**src/oslmc_pkg.sv**
```systemverilog
// constants, register map and state type of the display line / memory write control block
package oslmc_pkg;
  // ****************************************
  // register indices on the internal register port
  // ****************************************
  localparam logic [3:0] REG_LINE_IRQ = 4'h0;
  localparam logic [3:0] REG_PIN_SEL = 4'h1;
  localparam logic [3:0] REG_MISC = 4'h2;
  localparam logic [3:0] REG_ADDR_LOW = 4'h3;
  localparam logic [3:0] REG_ON_XFER = 4'h4;
  localparam logic [3:0] REG_ATTR = 4'h5;
  localparam logic [3:0] REG_CHAR = 4'h6;
  localparam logic [3:0] REG_BLANK = 4'h7;
  // ****************************************
  // field positions
  // ****************************************
  localparam int LINE_LSB = 0;
  localparam int SRC_SEL_BIT = 4;
  localparam int COLOUR_POL_BIT = 5;
  localparam int LUMA_POL_BIT = 6;
  localparam int BLANK_POL_BIT = 7;
  localparam int PIN_SEL_LSB = 4;
  localparam int ADDR_HIGH_BIT = 0;
  localparam int BANK_MODE_BIT = 1;
  localparam int SMOOTH_BIT = 4;
  localparam int REV_BLINK_MASTER_BIT = 5;
  localparam int BLINK_MASTER_BIT = 6;
  localparam int LUMA_BLANK_SEL_BIT = 7;
  localparam int DISP_EN_BIT = 0;
  localparam int WINDOW_EN_BIT = 1;
  localparam int XFER_REQ_BIT = 2;
  localparam int FULL_BLANK_BIT = 6;
  localparam int ATTR_W = 6;
  localparam int ADDR_W = 9;
  localparam int LINE_W = 4;
  localparam int PIN_W = 4;
  // ****************************************
  // zero and increment constants
  // ****************************************
  localparam logic [7:0] BYTE_ZERO = 8'h00;
  localparam logic [3:0] LINE_ZERO = 4'h0;
  localparam logic [3:0] LINE_ONE = 4'h1;
  localparam logic [8:0] ADDR_ZERO = 9'h000;
  localparam logic [8:0] ADDR_ONE = 9'h001;
  localparam logic [5:0] ATTR_ZERO = 6'h00;
  localparam logic [3:0] NIBBLE_ZERO = 4'h0;

  typedef struct packed {
    logic vsyncPrev;
    logic hsyncPrev;
    logic [3:0] lineCount;
    // buffered copies written by software
    logic [2:0] polBuf;
    logic srcSelBuf;
    logic [3:0] lineSetBuf;
    logic fullBlankBuf;
    logic dispEnBuf;
    logic windowEnBuf;
    // active copies used by the display logic, then the pending transfer flag
    logic [2:0] polAct;
    logic srcSelAct;
    logic [3:0] lineSetAct;
    logic fullBlankAct;
    logic dispEnAct;
    logic windowEnAct;
    logic xferPending;
    // registers that take effect at once
    logic [3:0] pinSel;
    logic lumaBlankSel;
    logic blinkMaster;
    logic revBlinkMaster;
    logic smoothEn;
    logic bankMode;
    logic [8:0] memAddr;
    logic [5:0] attrHold;
    // outputs
    logic [3:0] pinOut;
    logic irqPulse;
    logic [7:0] rdData;
    logic memWrCode;
    logic memWrAttr;
    logic [7:0] memCode;
    logic [5:0] memAttr;
    logic [8:0] memWrAddr;
  } oslmc_state_t;
endpackage

```
**src/oslmc_line_ctrl.sv**
```systemverilog
// display line counter, line interrupt, pin routing, memory write path and buffered register transfer
`timescale 1ns/10ps
module oslmc_line_ctrl (
  input wire logic core_clk,
  input wire logic rstn,
  // register port of the direct bank space
  input wire logic [3:0] regAddr,
  input wire logic regWr,
  input wire logic regRd,
  input wire logic [7:0] regWdata,
  output logic [7:0] regRdata,
  // sync inputs, active low
  input wire logic verticalSyncN,
  input wire logic horizontalSyncN,
  // scan position from the character renderer
  input wire logic lineActive,
  input wire logic lastScan,
  input wire logic pageArea,
  input wire logic charArea,
  input wire logic blankCode,
  // pixel data from the renderer
  input wire logic redPix,
  input wire logic greenPix,
  input wire logic bluePix,
  input wire logic fringePix,
  // ordinary port latch for the four shared pins
  input wire logic [3:0] portLatch,
  output logic [3:0] pinOut,
  output logic irqPulse,
  // display memory write port
  output logic memWrCode,
  output logic memWrAttr,
  output logic [8:0] memWrAddr,
  output logic [7:0] memCode,
  output logic [5:0] memAttr,
  // active copies of buffered and immediate settings
  output logic dispEnable,
  output logic windowEnable,
  output logic blinkMaster,
  output logic revBlinkMaster,
  output logic smoothEnable
);
  // ****************************************
  // reset release
  // ****************************************
  logic rstSync1_q;
  logic rstSync2_q;
  // the copy rises two edges after the pin, so no flop leaves reset on an edge racing the pin
  always_ff @(posedge core_clk or negedge rstn) begin
    if (!rstn) begin
      rstSync1_q <= 1'b0;
      rstSync2_q <= 1'b0;
    end else begin
      rstSync1_q <= 1'b1;
      rstSync2_q <= rstSync1_q;
    end
  end

  // ****************************************
  // state
  // ****************************************
  oslmc_pkg::oslmc_state_t st_q;
  oslmc_pkg::oslmc_state_t st_d;

  logic vsyncFall;
  logic hsyncFall;
  logic lineEnd;
  logic xferNow;
  logic [3:0] lineNext;
  logic lumaSig;
  logic blankSig;
  logic lumaBlankSig;
  logic lumaBlankInv;
  logic [3:0] pinNext;
  logic wrLineIrq;
  logic wrPinSel;
  logic wrMisc;
  logic wrAddrLow;
  logic wrOnXfer;
  logic wrAttr;
  logic wrChar;
  logic wrBlank;

  // ****************************************
  // pin signals
  // ****************************************
  // kept outside the state process so the pin groups never loop back into it
  assign lumaSig = redPix | greenPix | bluePix | fringePix;
  assign blankSig = st_q.fullBlankAct ? pageArea : (charArea && !blankCode);
  assign lumaBlankSig = st_q.lumaBlankSel ? blankSig : lumaSig;
  // the shared pin follows the polarity bit of whichever signal it carries
  assign lumaBlankInv = st_q.lumaBlankSel ? st_q.polAct[2] : st_q.polAct[1];

  // the three colour pins share one polarity bit
  oslmc_pin_group #(
    .W(oslmc_pkg::PIN_W - 1)
  ) i_colourPins (
    .dispSig({redPix, greenPix, bluePix}),
    .invert(st_q.polAct[0]),
    .sel(st_q.pinSel[oslmc_pkg::PIN_W-1:1]),
    .latch(portLatch[oslmc_pkg::PIN_W-1:1]),
    .pinLevel(pinNext[oslmc_pkg::PIN_W-1:1])
  );

  oslmc_pin_group #(
    .W(1)
  ) i_lumaBlankPin (
    .dispSig(lumaBlankSig),
    .invert(lumaBlankInv),
    .sel(st_q.pinSel[0]),
    .latch(portLatch[0]),
    .pinLevel(pinNext[0])
  );

  always_comb begin
    st_d = st_q;
    // ****************************************
    // sync edges
    // ****************************************
    st_d.vsyncPrev = verticalSyncN;
    st_d.hsyncPrev = horizontalSyncN;
    vsyncFall = st_q.vsyncPrev && !verticalSyncN;
    hsyncFall = st_q.hsyncPrev && !horizontalSyncN;
    lineEnd = hsyncFall && lineActive && lastScan;
    // a horizontal sync fall inside a line but not on its last scan leaves the count alone

    // decode of register writes
    wrLineIrq = regWr && (regAddr == oslmc_pkg::REG_LINE_IRQ);
    wrPinSel = regWr && (regAddr == oslmc_pkg::REG_PIN_SEL);
    wrMisc = regWr && (regAddr == oslmc_pkg::REG_MISC);
    wrAddrLow = regWr && (regAddr == oslmc_pkg::REG_ADDR_LOW);
    wrOnXfer = regWr && (regAddr == oslmc_pkg::REG_ON_XFER);
    wrAttr = regWr && (regAddr == oslmc_pkg::REG_ATTR);
    wrChar = regWr && (regAddr == oslmc_pkg::REG_CHAR);
    wrBlank = regWr && (regAddr == oslmc_pkg::REG_BLANK);

    // ****************************************
    // line counter and interrupt
    // ****************************************
    // the counter wraps after 15; more lines than that are not expected on a page
    lineNext = st_q.lineCount + oslmc_pkg::LINE_ONE;
    st_d.irqPulse = 1'b0;
    if (vsyncFall) begin
      st_d.lineCount = oslmc_pkg::LINE_ZERO;
    end else if (lineEnd) begin
      st_d.lineCount = lineNext;
    end
    if (st_q.srcSelAct) begin
      st_d.irqPulse = vsyncFall;
    end else if (st_q.lineSetAct == oslmc_pkg::LINE_ZERO) begin
      st_d.irqPulse = vsyncFall;
    end else begin
      // a page restart in the same cycle as a line end drops the match
      st_d.irqPulse = lineEnd && !vsyncFall && (lineNext == st_q.lineSetAct);
    end

    // ****************************************
    // buffered registers and transfer
    // ****************************************
    // the line interrupt byte is held whole, the others only in their defined bits; writes while pending are
    // accepted as written, so software must respect the busy bit
    if (wrLineIrq) begin
      st_d.polBuf = regWdata[oslmc_pkg::BLANK_POL_BIT:oslmc_pkg::COLOUR_POL_BIT];
      st_d.srcSelBuf = regWdata[oslmc_pkg::SRC_SEL_BIT];
      st_d.lineSetBuf = regWdata[oslmc_pkg::LINE_LSB +: oslmc_pkg::LINE_W];
    end
    if (wrBlank) begin
      st_d.fullBlankBuf = regWdata[oslmc_pkg::FULL_BLANK_BIT];
    end
    if (wrOnXfer) begin
      st_d.dispEnBuf = regWdata[oslmc_pkg::DISP_EN_BIT];
      st_d.windowEnBuf = regWdata[oslmc_pkg::WINDOW_EN_BIT];
    end
    // outside a display line any horizontal sync fall ends a blank line; inside, only the last scan
    xferNow = st_q.xferPending && hsyncFall && (!lineActive || lastScan);
    // all buffered fields move together so the display never sees a half-updated setting
    if (xferNow) begin
      st_d.polAct = st_q.polBuf;
      st_d.srcSelAct = st_q.srcSelBuf;
      st_d.lineSetAct = st_q.lineSetBuf;
      st_d.fullBlankAct = st_q.fullBlankBuf;
      st_d.dispEnAct = st_q.dispEnBuf;
      st_d.windowEnAct = st_q.windowEnBuf;
      st_d.xferPending = 1'b0;
    end
    // a new request in the completing cycle wins, so it is never lost
    if (wrOnXfer && regWdata[oslmc_pkg::XFER_REQ_BIT]) begin
      st_d.xferPending = 1'b1;
    end

    // ****************************************
    // immediate registers
    // ****************************************
    if (wrPinSel) begin
      st_d.pinSel = regWdata[oslmc_pkg::PIN_SEL_LSB +: oslmc_pkg::PIN_W];
    end
    if (wrMisc) begin
      st_d.lumaBlankSel = regWdata[oslmc_pkg::LUMA_BLANK_SEL_BIT];
      st_d.blinkMaster = regWdata[oslmc_pkg::BLINK_MASTER_BIT];
      st_d.revBlinkMaster = regWdata[oslmc_pkg::REV_BLINK_MASTER_BIT];
      st_d.smoothEn = regWdata[oslmc_pkg::SMOOTH_BIT];
      st_d.bankMode = regWdata[oslmc_pkg::BANK_MODE_BIT];
      st_d.memAddr[oslmc_pkg::ADDR_W-1] = regWdata[oslmc_pkg::ADDR_HIGH_BIT];
    end
    // a high-bit write leaves the low byte as it is; software writes both halves every time
    if (wrAddrLow) begin
      st_d.memAddr[oslmc_pkg::ADDR_W-2:0] = regWdata;
    end

    // ****************************************
    // display memory writes
    // ****************************************
    st_d.memWrCode = 1'b0;
    st_d.memWrAttr = 1'b0;
    // only one register index is decoded per cycle; the two strobes meet only on a character write in bank mode
    if (wrAttr) begin
      st_d.attrHold = regWdata[oslmc_pkg::ATTR_W-1:0];
      st_d.memAttr = regWdata[oslmc_pkg::ATTR_W-1:0];
      st_d.memWrAttr = 1'b1;
      st_d.memWrAddr = st_q.memAddr;
      if (!st_q.bankMode) begin
        st_d.memAddr = st_q.memAddr + oslmc_pkg::ADDR_ONE;
      end
    end else if (wrChar) begin
      st_d.memCode = regWdata;
      st_d.memWrCode = 1'b1;
      st_d.memWrAddr = st_q.memAddr;
      if (st_q.bankMode) begin
        st_d.memAttr = st_q.attrHold;
        st_d.memWrAttr = 1'b1;
      end
      st_d.memAddr = st_q.memAddr + oslmc_pkg::ADDR_ONE;
    end

    // ****************************************
    // pin outputs
    // ****************************************
    // registered here so the pins change only on the clock
    st_d.pinOut = pinNext;

    // ****************************************
    // register reads
    // ****************************************
    // read data lasts one cycle and idles at zero, so a stray strobe shows nothing stale
    st_d.rdData = oslmc_pkg::BYTE_ZERO;
    if (regRd) begin
      case (regAddr)
        oslmc_pkg::REG_LINE_IRQ: begin
          st_d.rdData = {st_q.polBuf, st_q.srcSelBuf, st_q.lineCount};
        end
        oslmc_pkg::REG_PIN_SEL: begin
          st_d.rdData = {st_q.pinSel, oslmc_pkg::NIBBLE_ZERO};
        end
        oslmc_pkg::REG_MISC: begin
          st_d.rdData = {st_q.lumaBlankSel, st_q.blinkMaster, st_q.revBlinkMaster, st_q.smoothEn,
                         2'h0, st_q.bankMode, st_q.memAddr[oslmc_pkg::ADDR_W-1]};
        end
        oslmc_pkg::REG_ADDR_LOW: begin
          st_d.rdData = st_q.memAddr[oslmc_pkg::ADDR_W-2:0];
        end
        oslmc_pkg::REG_ON_XFER: begin
          st_d.rdData = {5'h00, st_q.xferPending, st_q.windowEnBuf, st_q.dispEnBuf};
        end
        oslmc_pkg::REG_BLANK: begin
          st_d.rdData = {1'b0, st_q.fullBlankBuf, 6'h00};
        end
        default: begin
          st_d.rdData = oslmc_pkg::BYTE_ZERO;
        end
      endcase
    end
  end

  always_ff @(posedge core_clk or negedge rstSync2_q) begin
    if (!rstSync2_q) begin
      st_q <= '0;
      st_q.vsyncPrev <= 1'b1;
      st_q.hsyncPrev <= 1'b1;
    end else begin
      st_q <= st_d;
    end
  end

  // ****************************************
  // outputs
  // ****************************************
  // every output is a field of the registered state
  assign regRdata = st_q.rdData;
  assign pinOut = st_q.pinOut;
  assign irqPulse = st_q.irqPulse;
  assign memWrCode = st_q.memWrCode;
  assign memWrAttr = st_q.memWrAttr;
  assign memWrAddr = st_q.memWrAddr;
  assign memCode = st_q.memCode;
  assign memAttr = st_q.memAttr;
  assign dispEnable = st_q.dispEnAct;
  assign windowEnable = st_q.windowEnAct;
  assign blinkMaster = st_q.blinkMaster;
  assign revBlinkMaster = st_q.revBlinkMaster;
  assign smoothEnable = st_q.smoothEn;
endmodule

// one group of shared pins: display signals with their polarity, or the port latch
module oslmc_pin_group #(
  parameter int W = 1
) (
  input wire logic [W-1:0] dispSig,
  input wire logic invert,
  input wire logic [W-1:0] sel,
  input wire logic [W-1:0] latch,
  output logic [W-1:0] pinLevel
);
  // a deselected pin shows the port latch unchanged, whatever the polarity setting
  assign pinLevel = (sel & (dispSig ^ {W{invert}})) | (~sel & latch);
endmodule

```
**config.mk**
```make
export PLATFORM = sky130hd
export DESIGN_NAME = oslmc_line_ctrl
export DESIGN_NICKNAME = d
export VERILOG_FILES = /design/src/oslmc_pkg.sv /design/src/oslmc_line_ctrl.sv
export SDC_FILE = /design/constraint.sdc
export NUM_CORES = 1
export LEC_CHECK = 0
export ABC_CLOCK_PERIOD_IN_PS = 3700
export BUFFER_PORTS_ARGS = -buffer_cell sky130_fd_sc_hd__buf_2
export CAP_MARGIN = 30
export CORE_UTILIZATION = 55
export CTS_BUF_LIST = sky130_fd_sc_hd__clkbuf_16
export CTS_CLUSTER_DIAMETER = 80
export DETAILED_ROUTE_END_ITERATION = 7
export PLACE_DENSITY = 0.81
export SYNTH_ARGS = -nofsm -noshare
export SYNTH_HDL_FRONTEND = slang
export SYNTH_SLANG_ARGS = --single-unit
```
**constraint.sdc**
```tcl
create_clock -name core_clk -period 3.7 [get_ports core_clk]
set_clock_uncertainty 0.2 [all_clocks]
set_input_delay 0.74 -clock core_clk [delete_from_list [all_inputs] [get_ports core_clk]]
set_output_delay 0.74 -clock core_clk [all_outputs]
set_load 0.005 [all_outputs]
```
# After elaboration in Yosys (flattened, before gate mapping)
# Index checks and enable logic that the tools add are counted.
[totals]
inputBits = 31
output_inout_bits = 43
elab_cells = 112
reg_bits = 93
[classes]
n_reduce_logical = 32
bitwise_logic = 14
n_eq_ne = 8
add_sub_neg = 2
muxes = 22
[ops]
columns = ["cell", "n"]
rows = [
  ["one-hot mux 8 bit (6 select lines)", 1],
  ["two-way mux 9 bit", 3],
  ["two-way mux 25 bit", 1],
  ["logical AND 1 bit", 18],
  ["equality test 4 x 3 -> 1 bit (second input constant)", 4],
  ["two-way mux 8 bit", 2],
  ["two-way mux 15 bit", 1],
  ["two-way mux 1 bit", 11],
  ["adder 9 x 1 -> 9 bit (second input constant)", 1],
  ["equality test 4 x 2 -> 1 bit (second input constant)", 2],
  ["logical NOT 4 bit", 2],
  ["two-way mux 4 bit", 2],
  ["nonzero test 2 bit", 4],
  ["AND 3 bit", 2],
  ["two-way mux 6 bit", 1],
  ["logical NOT 1 bit", 5],
  ["adder 4 x 1 -> 4 bit (second input constant)", 1],
  ["equality test 4 x 1 -> 1 bit (second input constant)", 1],
  ["equality test 4 bit", 1],
  ["bitwise OR 1 bit", 4],
  ["AND reduction 2 bit", 2],
  ["inverter 3 bit", 1],
  ["bitwise OR 3 bit", 1],
  ["XOR 3 bit", 1],
  ["other kinds (4)", 6],
]

# Longest topological paths before layout
# Gate-level depths: netlist (run 1).
[logic_depth]
ltp_word = 8
mapped_depth = 7
ltp_nobuf = 5

# By module
# A second synthesis (run 1) with hierarchy kept.
[hier_totals]
hier_cells = 368
hier_area_um2 = 4496.8
[by_module_without_submodules]
columns = ["mod", "seq_area_each_um2", "instances", "area_per_inst_um2", "cells_per_inst"]
rows = [
  ["oslmc_line_ctrl", 2329.7, 1, 4426.7, 356],
  ["oslmc_pin_group at i_colourPins", 0.0, 1, 52.6, 9],
  ["oslmc_pin_group at i_lumaBlankPin", 0.0, 1, 17.5, 3],
]

# Least setup slack after synthesis (run 1)
# Ideal clock, no wire load.
[synth_path]
path_type = "input to register"
startpoint = "input port regAddr[0]"
endpoint = "register st_q (netlist bit memCode[3])"
arrival_time_ns = 1.795
cell_stages = 5
path_buffers = 2
path_slack_ns = 1.580
t_required_ns = 3.375
cell_sequence = "buf_4 > nand2b_1 > nor2_2 > buf_4 > mux2_2"
[synth_via]
elab_chain_len = 4
elab_cells_between_ends = 6
classes_between = "2 x eq/ne; 1 x bitwise; 3 x reduce/logical"
[synth_rtl]
columns = ["item", "line", "text"]
rows = [
  ["from (decl)", "oslmc_line_ctrl.sv:7", "input wire logic [3:0] regAddr,"],
  ["equality test 4 x 3 -> 1 bit", "oslmc_line_ctrl.sv:133", "wrAttr = regWr && (regAddr == oslmc_pkg::REG_ATTR);"],
  ["logical AND 1 bit", "oslmc_line_ctrl.sv:133", ""],
  ["inverter 1 bit (no line)", "--", ""],
  ["AND reduction 2 bit (no line) (*)", "--", ""],
  ["to (signal assigned)", "oslmc_line_ctrl.sv:280", "st_q <= st_d;"],
  ["to (decl)", "oslmc_line_ctrl.sv:62", "oslmc_pkg::oslmc_state_t st_q;"],
]
# Every way passes the cells marked *; elsewhere a longest branch is shown, timed or not.
# A chain may end at the register's enable or synchronous reset.

# Final worst setup path (run 1)
[layout_path]
startpoint = "register st_q[89] in the netlist's numbering"
endpoint = "register st_q (netlist bit windowEnable)"
[layout_via]
elab_chain_len = 3
[layout_rtl]
columns = ["item", "line", "text"]
rows = [
  ["logical AND 1 bit", "oslmc_line_ctrl.sv:123", "hsyncFall = st_q.hsyncPrev && !horizontalSyncN;"],
  ["logical AND 1 bit (2 in a row)", "oslmc_line_ctrl.sv:175", "xferNow = st_q.xferPending && hsyncFall && (!lineActive || lastScan);"],
]
# Every way passes these cells.

==> results of run 1 <==
==> synthesized netlist by cell type (6+ instances only) <==
cell / instances / share of area, %
sky130_fd_sc_hd__nand3_1: 19 / 2.1
sky130_fd_sc_hd__nand2_1: 37 / 3.1
sky130_fd_sc_hd__xnor2_1: 6 / 1.2
sky130_fd_sc_hd__buf_4: 37 / 6.3
sky130_fd_sc_hd__dfrtp_1: 91 / 51
sky130_fd_sc_hd__nor2_1: 23 / 1.9
sky130_fd_sc_hd__buf_2: 7 / 0.79
sky130_fd_sc_hd__a21oi_1: 7 / 0.79
sky130_fd_sc_hd__mux2_2: 41 / 10
sky130_fd_sc_hd__mux2_1: 9 / 2.3
==> worst max path at each step <==
stage,endpoint,slack [ns],from,cells after the start
6_report,windowEnable,1.38,st_q[89],4
5_1_grt,windowEnable,1.22,st_q[89],4
3_3_place_gp,st_q[71],1.17,horizontalSyncN,5
2_1_floorplan,blinkMaster,0.72,rstSync2_q,0
4_1_cts,windowEnable,1.36,st_q[89],4
3_5_place_dp,st_q[68],1.07,horizontalSyncN,5
==> report_power, final <==
part,internal (mW),switching [mW]
clock,0.581,0.359
sequential,1.29,0.239
combinational,0.370,0.279
total,2.24,0.877
==> critical path: cells and delay by family, from the launching register on <==
| family | cells | cell delay, ns |
|---|---|---|
| muxes | 1 | 0.43 |
| DFF | 1 | 0.53 |
| AOI/OAI and AO/OA | 1 | 0.13 |
| and+or+nand+nor | 2 | 0.91 |
==> stage by stage <==
stage / utilization (%) / instances / worst slack, ns
detailed placement: 59.4 / 507 / 1.07
CTS: 63.5 / 523 / 1.36
floorplan: - / 380 / 0.721
global route: 63.5 / 523 / 1.22
finish: 63.5 / 523 / 1.38
global placement: 59.1 / 506 / 1.17
==> cells by family after synthesis <==
| kind of cell | Yosys count | share of synthesized area (%) |
|---|---|---|
| compound gates | 44 | 7.40 |
| xor+xnor | 11 | 2.17 |
| fa+ha+maj | 2 | 0.563 |
| buf+inv | 54 | 8.39 |
| flops | 93 | 52.4 |
| mux | 58 | 15.7 |
| other cells | 1 | 0.0844 |
| simple gates | 117 | 13.3 |
==> state kept, by name, summed over array words and instances (netlist names) <==
register,cells
smoothEnable,1
pinOut,4
regRdata,8
dispEnable,1
st_q,48
memAttr,6
rstSync2_q,1
irqPulse,1
memWrAttr,1
rstSync1_q,1
memCode,8
windowEnable,1
memWrAddr,9
blinkMaster,1
revBlinkMaster,1
memWrCode,1
==> per-layer routing <==
layer | share of wire (%) | vias to the layer above | track usage (%) | routed length, microns
met1 | 41 | 1504 | 31.7 | 3770
met2 | 49 | 132 | 37.0 | 4530
met5 | 0 | - | 0 | 0
met3 | 7.3 | 28 | 5.97 | 674
li1 | - | 1383 | - | -
met4 | 2.8 | 0 | 9.77 | 259
==> final cells by class <==
cell class / instances / area share [%]
sequential: 93 / 47.3
multi-input combinational: 233 / 35.3
timing repair buffer: 75 / 8.17
clock buffer: 9 / 4.57
tap: 102 / 2.59
clock inverter: 6 / 1.60
inverter: 5 / 0.381
==> impl_results.rst, run 1 <==
.. list-table::
   :header-rows: 1

   * - Metric
     - Value
   * - Biggest fanout along the worst timing path
     - 12
   * - Wire length of the first global-routing pass
     - between 15 and 20 mm
   * - Leftover overflow at the end of global routing
     - 0
   * - Number of synthesized register bits
     - 93
   * - Setup slack of the most critical reg-to-reg path
     - about 1.4 ns
   * - Setup repair after global routing missed its margin
     - no
   * - Fin area
     - between 4000 and 5000 sq um
   * - Post-synth top flop
     - sky130_fd_sc_hd__dfrtp_1
   * - TritonCTS clock tree
     - built
   * - Final worst path period need
     - ~2.3 ns
   * - Post-synthesis cell count
     - between 300 and 400
   * - CP max-delay cell
     - sky130_fd_sc_hd__nor2_1
   * - Share of layout cells above drive strength 1
     - a little over a third
   * - Number of global-route vias before repair
     - between 3000 and 4000
   * - Initial core utilization
     - ~57%
   * - Core area
     - 7770 sq um
   * - Syn nets
     - between 400 and 500
   * - Post-detailed-placement half-perimeter wirelength
     - roughly 6.5 mm
   * - Period Utilization, post-route
     - 62.8%
   * - Slew Limit Fails
     - 0
   * - Start-to-end type of the worst setup path
     - flop to flop
   * - Number of max-cap violations
     - 0
   * - Number of nets in the finished design
     - 450
   * - Largest net degree at the start of global routing
     - 52
   * - Layout area overhead
     - 10.9%
   * - Final Total Pwr
     - 3.11 mW
   * - Yosys warnings
     - 0
   * - # Post-CTS Setup Buffers
     - 0
   * - Antenna fix cells
     - 0
   * - Worst-path cell chain
     - nor2b_1 -> o21ai_0 -> nor2_1 -> mux2_2
   * - Category of the worst setup path capture point
     - flop
   * - Crit path largest cell delay
     - 0.75 ns
   * - Maximum root-to-sink buffer count
     - 2
   * - Count of antenna-violating nets left after detailed routing
     - 0
   * - Outcome
     - complete, no violations
   * - Share of flip-flops with an asynchronous set or reset
     - 100%
   * - Count of cell types in the netlist
     - between 50 and 60
   * - Final setup violation count
     - 0
   * - Achievable clock frequency
     - between 0.4 and 0.5 GHz
   * - Slew of the pin with the lowest slew margin
     - 0.975 ns
   * - Count of input and output buffers
     - 73
   * - Insertion delay to the later sink of the worst-skew pair
     - 0.34 ns
   * - Reg2Reg Depth
     - 4
   * - Global placement routability congestion
     - 0.875
   * - Reg2Reg Launch Point
     - st_q[89]
   * - Filler cell count
     - ~630
   * - Required time at the endpoint of the critical path
     - 3.71 ns
   * - Commonest non-fill, non-tap cell in the layout
     - sky130_fd_sc_hd__dfrtp_1
   * - Via density per instance
     - around 6
   * - Die Y-Extent
     - between 90 and 100 microns
   * - Worst-case headroom to the max-slew limit
     - a little over a third
   * - Root Buffer Master
     - sky130_fd_sc_hd__clkbuf_16
   * - First-pass detailed-route iteration total
     - 7
   * - FF+latch area
     - roughly 2300 sq um
   * - Cell row count
     - 32
   * - Number of flops mapped to enable cells by yosys
     - 0
   * - End of the worst register-to-register path
     - windowEnable
   * - DRC violations left
     - 0
   * - Total vias in the final route
     - between 3000 and 4000
   * - Post-CTS sizing
     - 0
   * - Level count of the clock H-tree
     - 3
   * - Area of the multi-input gates
     - ~1700 sq um
   * - Static Leakage
     - about 2.3 nW
   * - Boundary Pins
     - between 70 and 80
   * - Commonest non-fill, non-tap cells in the layout
     - sky130_fd_sc_hd__dfrtp_1, sky130_fd_sc_hd__buf_2, sky130_fd_sc_hd__mux2_2
   * - Total power per unit cell area
     - about 630 nW/um^2
   * - Mean post-synth cell area
     - 11.7 sq um
   * - Total count of hold-check failures in the final report
     - 0
   * - Sinks on the clock net
     - 93
   * - Final Hold Slack
     - 0.119 ns
   * - DRC marker count from the first detailed-route iteration
     - between 100 and 150
   * - GRT Util Overall
     - a little under a quarter
   * - Drt total wl
     - 9.24 mm
   * - Sequential cell area fraction in the yosys report
     - 52.4%
   * - Highest ir drop seen on vdd
     - approximately 0.31 mV
   * - Number of antenna violations at the first check in global routing
     - 0
   * - Mapped cell area
     - roughly 4400 sq um
   * - Hold bufs inserted after CTS
     - 1
   * - Critical path data arrival time
     - ~2.3 ns
   * - Detail-routed net length per standard cell
     - 17.7 microns
   * - Setup tns final
     - 0 ns
   * - Number of buffers created by CTS
     - 9
   * - Placement Cell Area
     - roughly 4600 sq um
   * - Worst Setup Start Kind
     - flop
   * - Die W
     - between 90 and 100 microns
   * - Die Outline Area
     - 8440 sq um
   * - Class of the most critical hold timing path
     - flop to async pin
   * - Clock-pin slew on the worst setup and hold paths
     - about 0.060 ns
No activity file was read; power rests on OpenSTA's default activity.
==> run 2, diff against run 1 <==
--- a/config.mk
+++ b/config.mk
@@ -5,7 +5,7 @@
 export SDC_FILE = /design/constraint.sdc
 export NUM_CORES = 1
 export LEC_CHECK = 0
-export ABC_CLOCK_PERIOD_IN_PS = 3700
+export ABC_CLOCK_PERIOD_IN_PS = 2400
 export BUFFER_PORTS_ARGS = -buffer_cell sky130_fd_sc_hd__buf_2
 export CAP_MARGIN = 30
 export CORE_UTILIZATION = 55
==> constraint.sdc (replaced) <==
create_clock -name core_clk -period 2.4 [get_ports core_clk]
set_clock_uncertainty 0.2 [all_clocks]
set_input_delay 0.48 -clock core_clk [delete_from_list [all_inputs] [get_ports core_clk]]
set_output_delay 0.48 -clock core_clk [all_outputs]
set_load 0.005 [all_outputs]
==> run 2 against run 1 <==
Die area stayed put. Utilization is 0.23 points higher. Cell count is 1.1% higher. Flip-flop and latch count stayed put. Cell area rose by 0.36%. Routed wire length fell by 1.3%. Clock power is 44% higher. Global-route usage about the same. Sequential power increased by 53%. Power up 51%. Critical path depth grew 1. Critical path type unchanged. Critical endpoint is now st_q[66]. Largest power group unchanged. Highest routed layer unchanged.
==> impl_results.rst, run 2 (synthesis results as in run 1) <==
.. list-table::
   :header-rows: 1

   * - Metric
     - Value
   * - Antenna fix cells
     - 0
   * - Maximum root-to-sink buffer count
     - 2
   * - DRC violations left
     - 0
   * - Worst-path cell chain
     - nor2b_1 -> o21ai_0 -> nor2_1 -> buf_4 -> mux2_2
   * - Total vias in the final route
     - roughly 3000
   * - Setup tns final
     - 0 ns
   * - Worst Setup Start Kind
     - flop
   * - Slew Limit Fails
     - 0
   * - Setup repair after global routing missed its margin
     - no
   * - Portion of total power attributed to combinational logic
     - 21.7%
   * - Die Outline Area
     - between 8000 and 9000 sq um
   * - Total power per unit cell area
     - 952 nW/um^2
   * - Boundary Pins
     - 74
   * - Layout area overhead
     - 11.3%
   * - Outcome
     - complete, no violations
   * - Drt total wl
     - between 9 and 10 mm
   * - Core area
     - 7770 sq um
   * - Wire length of the first global-routing pass
     - between 15 and 20 mm
   * - Share of layout cells above drive strength 1
     - between 30% and 40%
   * - Insertion delay to the later sink of the worst-skew pair
     - ~0.33 ns
   * - TritonCTS clock tree
     - built
   * - Highest ir drop seen on vdd
     - about 0.53 mV
   * - Cell row count
     - 32
   * - Slew of the pin with the lowest slew margin
     - between 0.6 and 0.7 ns
   * - Count of input and output buffers
     - 73
   * - Biggest fanout along the worst timing path
     - 10
   * - Number of buffers created by CTS
     - 9
   * - Period Utilization, post-route
     - 79.7%
   * - Switching power share of the total
     - 28.8%
   * - First-pass detailed-route iteration total
     - 4
   * - Critical path data arrival time
     - 1.93 ns
   * - Post-CTS sizing
     - 0
   * - Achievable clock frequency
     - 0.523 GHz
   * - DRC marker count from the first detailed-route iteration
     - roughly 230
   * - Number of global-route vias before repair
     - ~3000
   * - Number of nets in the finished design
     - between 400 and 500
   * - # Post-CTS Setup Buffers
     - 0
   * - Total count of hold-check failures in the final report
     - 0
   * - Crit path largest cell delay
     - about 0.53 ns
   * - Class of the most critical hold timing path
     - input pin to flop
   * - Final setup violation count
     - 0
   * - Final worst path period need
     - between 1.5 and 2 ns
   * - Required time at the endpoint of the critical path
     - roughly 2.4 ns
   * - Static Leakage
     - ~2.3 nW
   * - Sinks on the clock net
     - slightly above 90
   * - Die W
     - slightly above 90 microns
   * - Filler cell count
     - a little over 600
   * - Number of antenna violations at the first check in global routing
     - 0
   * - Root Buffer Master
     - sky130_fd_sc_hd__clkbuf_16
   * - Global placement routability congestion
     - approximately 0.88
   * - Net switching power figure
     - approximately 1.4 mW
   * - Start-to-end type of the worst setup path
     - flop to flop
   * - Largest register by flop count
     - st_q
   * - Number of max-cap violations
     - 0
   * - Commonest non-fill, non-tap cells in the layout
     - sky130_fd_sc_hd__dfrtp_1, sky130_fd_sc_hd__buf_2, sky130_fd_sc_hd__mux2_2
   * - GRT Util Overall
     - between 20% and 30%
   * - Clk network pwr share
     - about 29%
   * - Post-detailed-placement half-perimeter wirelength
     - between 6 and 7 mm
   * - Category of the worst setup path capture point
     - flop
   * - Clock-pin slew on the worst setup and hold paths
     - 0.06 ns
   * - Seq pwr share
     - about half
   * - Largest net degree at the start of global routing
     - 47
   * - Fin area
     - 4950 sq um
   * - Worst-case headroom to the max-slew limit
     - between 50% and 60%
   * - Initial core utilization
     - roughly 57%
   * - Cell internal pwr
     - 3.35 mW
   * - Die Y-Extent
     - about 92 microns
   * - Number of flip-flops under the largest register name
     - 48
   * - Level count of the clock H-tree
     - 3
   * - CP max-delay cell
     - sky130_fd_sc_hd__dfstp_2
   * - Commonest non-fill, non-tap cell in the layout
     - sky130_fd_sc_hd__dfrtp_1
   * - Via density per instance
     - 5.64
   * - Detail-routed net length per standard cell
     - roughly 17 microns
   * - Leftover overflow at the end of global routing
     - 0
   * - Placement Cell Area
     - 4640 sq um
   * - Hold bufs inserted after CTS
     - 2
   * - Count of antenna-violating nets left after detailed routing
     - 0
-- run 2: area by class of cell --
type / count / area [sq um] / share of cell area, %
clock buffers: 9 / 225 / 4.55
clock inverters: 6 / 56.3 / 1.14
inverters: 5 / 18.8 / 0.379
multi-input cells: 233 / 1740 / 35.2
flip-flops and latches: 93 / 2330 / 47.2
well taps: 102 / 128 / 2.58
repair buffers: 81 / 443 / 8.96
-- run 2: path summary, 6_finish.rpt --
check | startpoint | end | slack (ns) | depth (start not counted)
min | verticalSyncN | st_q[90] | 0.05 | 1
max in group asynchronous | rstSync2_q | st_q[44] | 0.85 | 1
min in group asynchronous | rstSync2_q | dispEnable | 0.12 | 1
max | st_q[89] | st_q[66] | 0.49 | 5
max reg2reg | st_q[89] | st_q[66] | 0.49 | 5
min reg2reg | rstSync2_q | dispEnable | 0.12 | 1
-- run 2: power by group through the flow --
stage / Clock (mW) / Sequential (mW) / Combinational [mW]
5_1_grt: 1.43 / 2.39 / 1.14
6_report: 1.35 / 2.33 / 1.02
2_1_floorplan: 0 / 2.23 / 0.924
3_5_place_dp: 0 / 2.36 / 1.02
3_3_place_gp: 0 / 2.34 / 0.983
4_1_cts: 1.37 / 2.33 / 1.04
-- run 2: metal layers --
layer	vias to the layer above	track usage [%]	wire length (microns)
met4	0	10.2	160
li1	1402	-	-
met1	1462	32.6	3990
met2	106	36.7	4420
met5	-	0	0
met3	15	4.64	545
-- run 2: per-stage QoR --
stage | hold slack [ns] | util [%] | power (mW) | instances | setup WS (ns)
2_1_floorplan | -0.0156 | - | 3.15 | 380 | 0.540
3_3_place_gp | -0.0132 | 59.8 | 3.32 | 512 | 0.327
3_5_place_dp | -0.0111 | 59.8 | 3.38 | 512 | 0.283
4_1_cts | 0.0430 | 63.7 | 4.73 | 529 | 0.484
5_1_grt | 0.0461 | 63.7 | 4.96 | 529 | 0.358
6_report | 0.0490 | 63.7 | 4.71 | 529 | 0.487
-- run 2: critical path: cells and delay by family, from the launching register on --
| family | cells | cell delay [ns] |
|---|---|---|
| buffers and inverters | 1 | 0.24 |
| multiplexers | 1 | 0.36 |
| flip-flops | 1 | 0.53 |
| AO/OA/AOI/OAI | 1 | 0.11 |
| AND/OR/NAND/NOR | 2 | 0.36 |
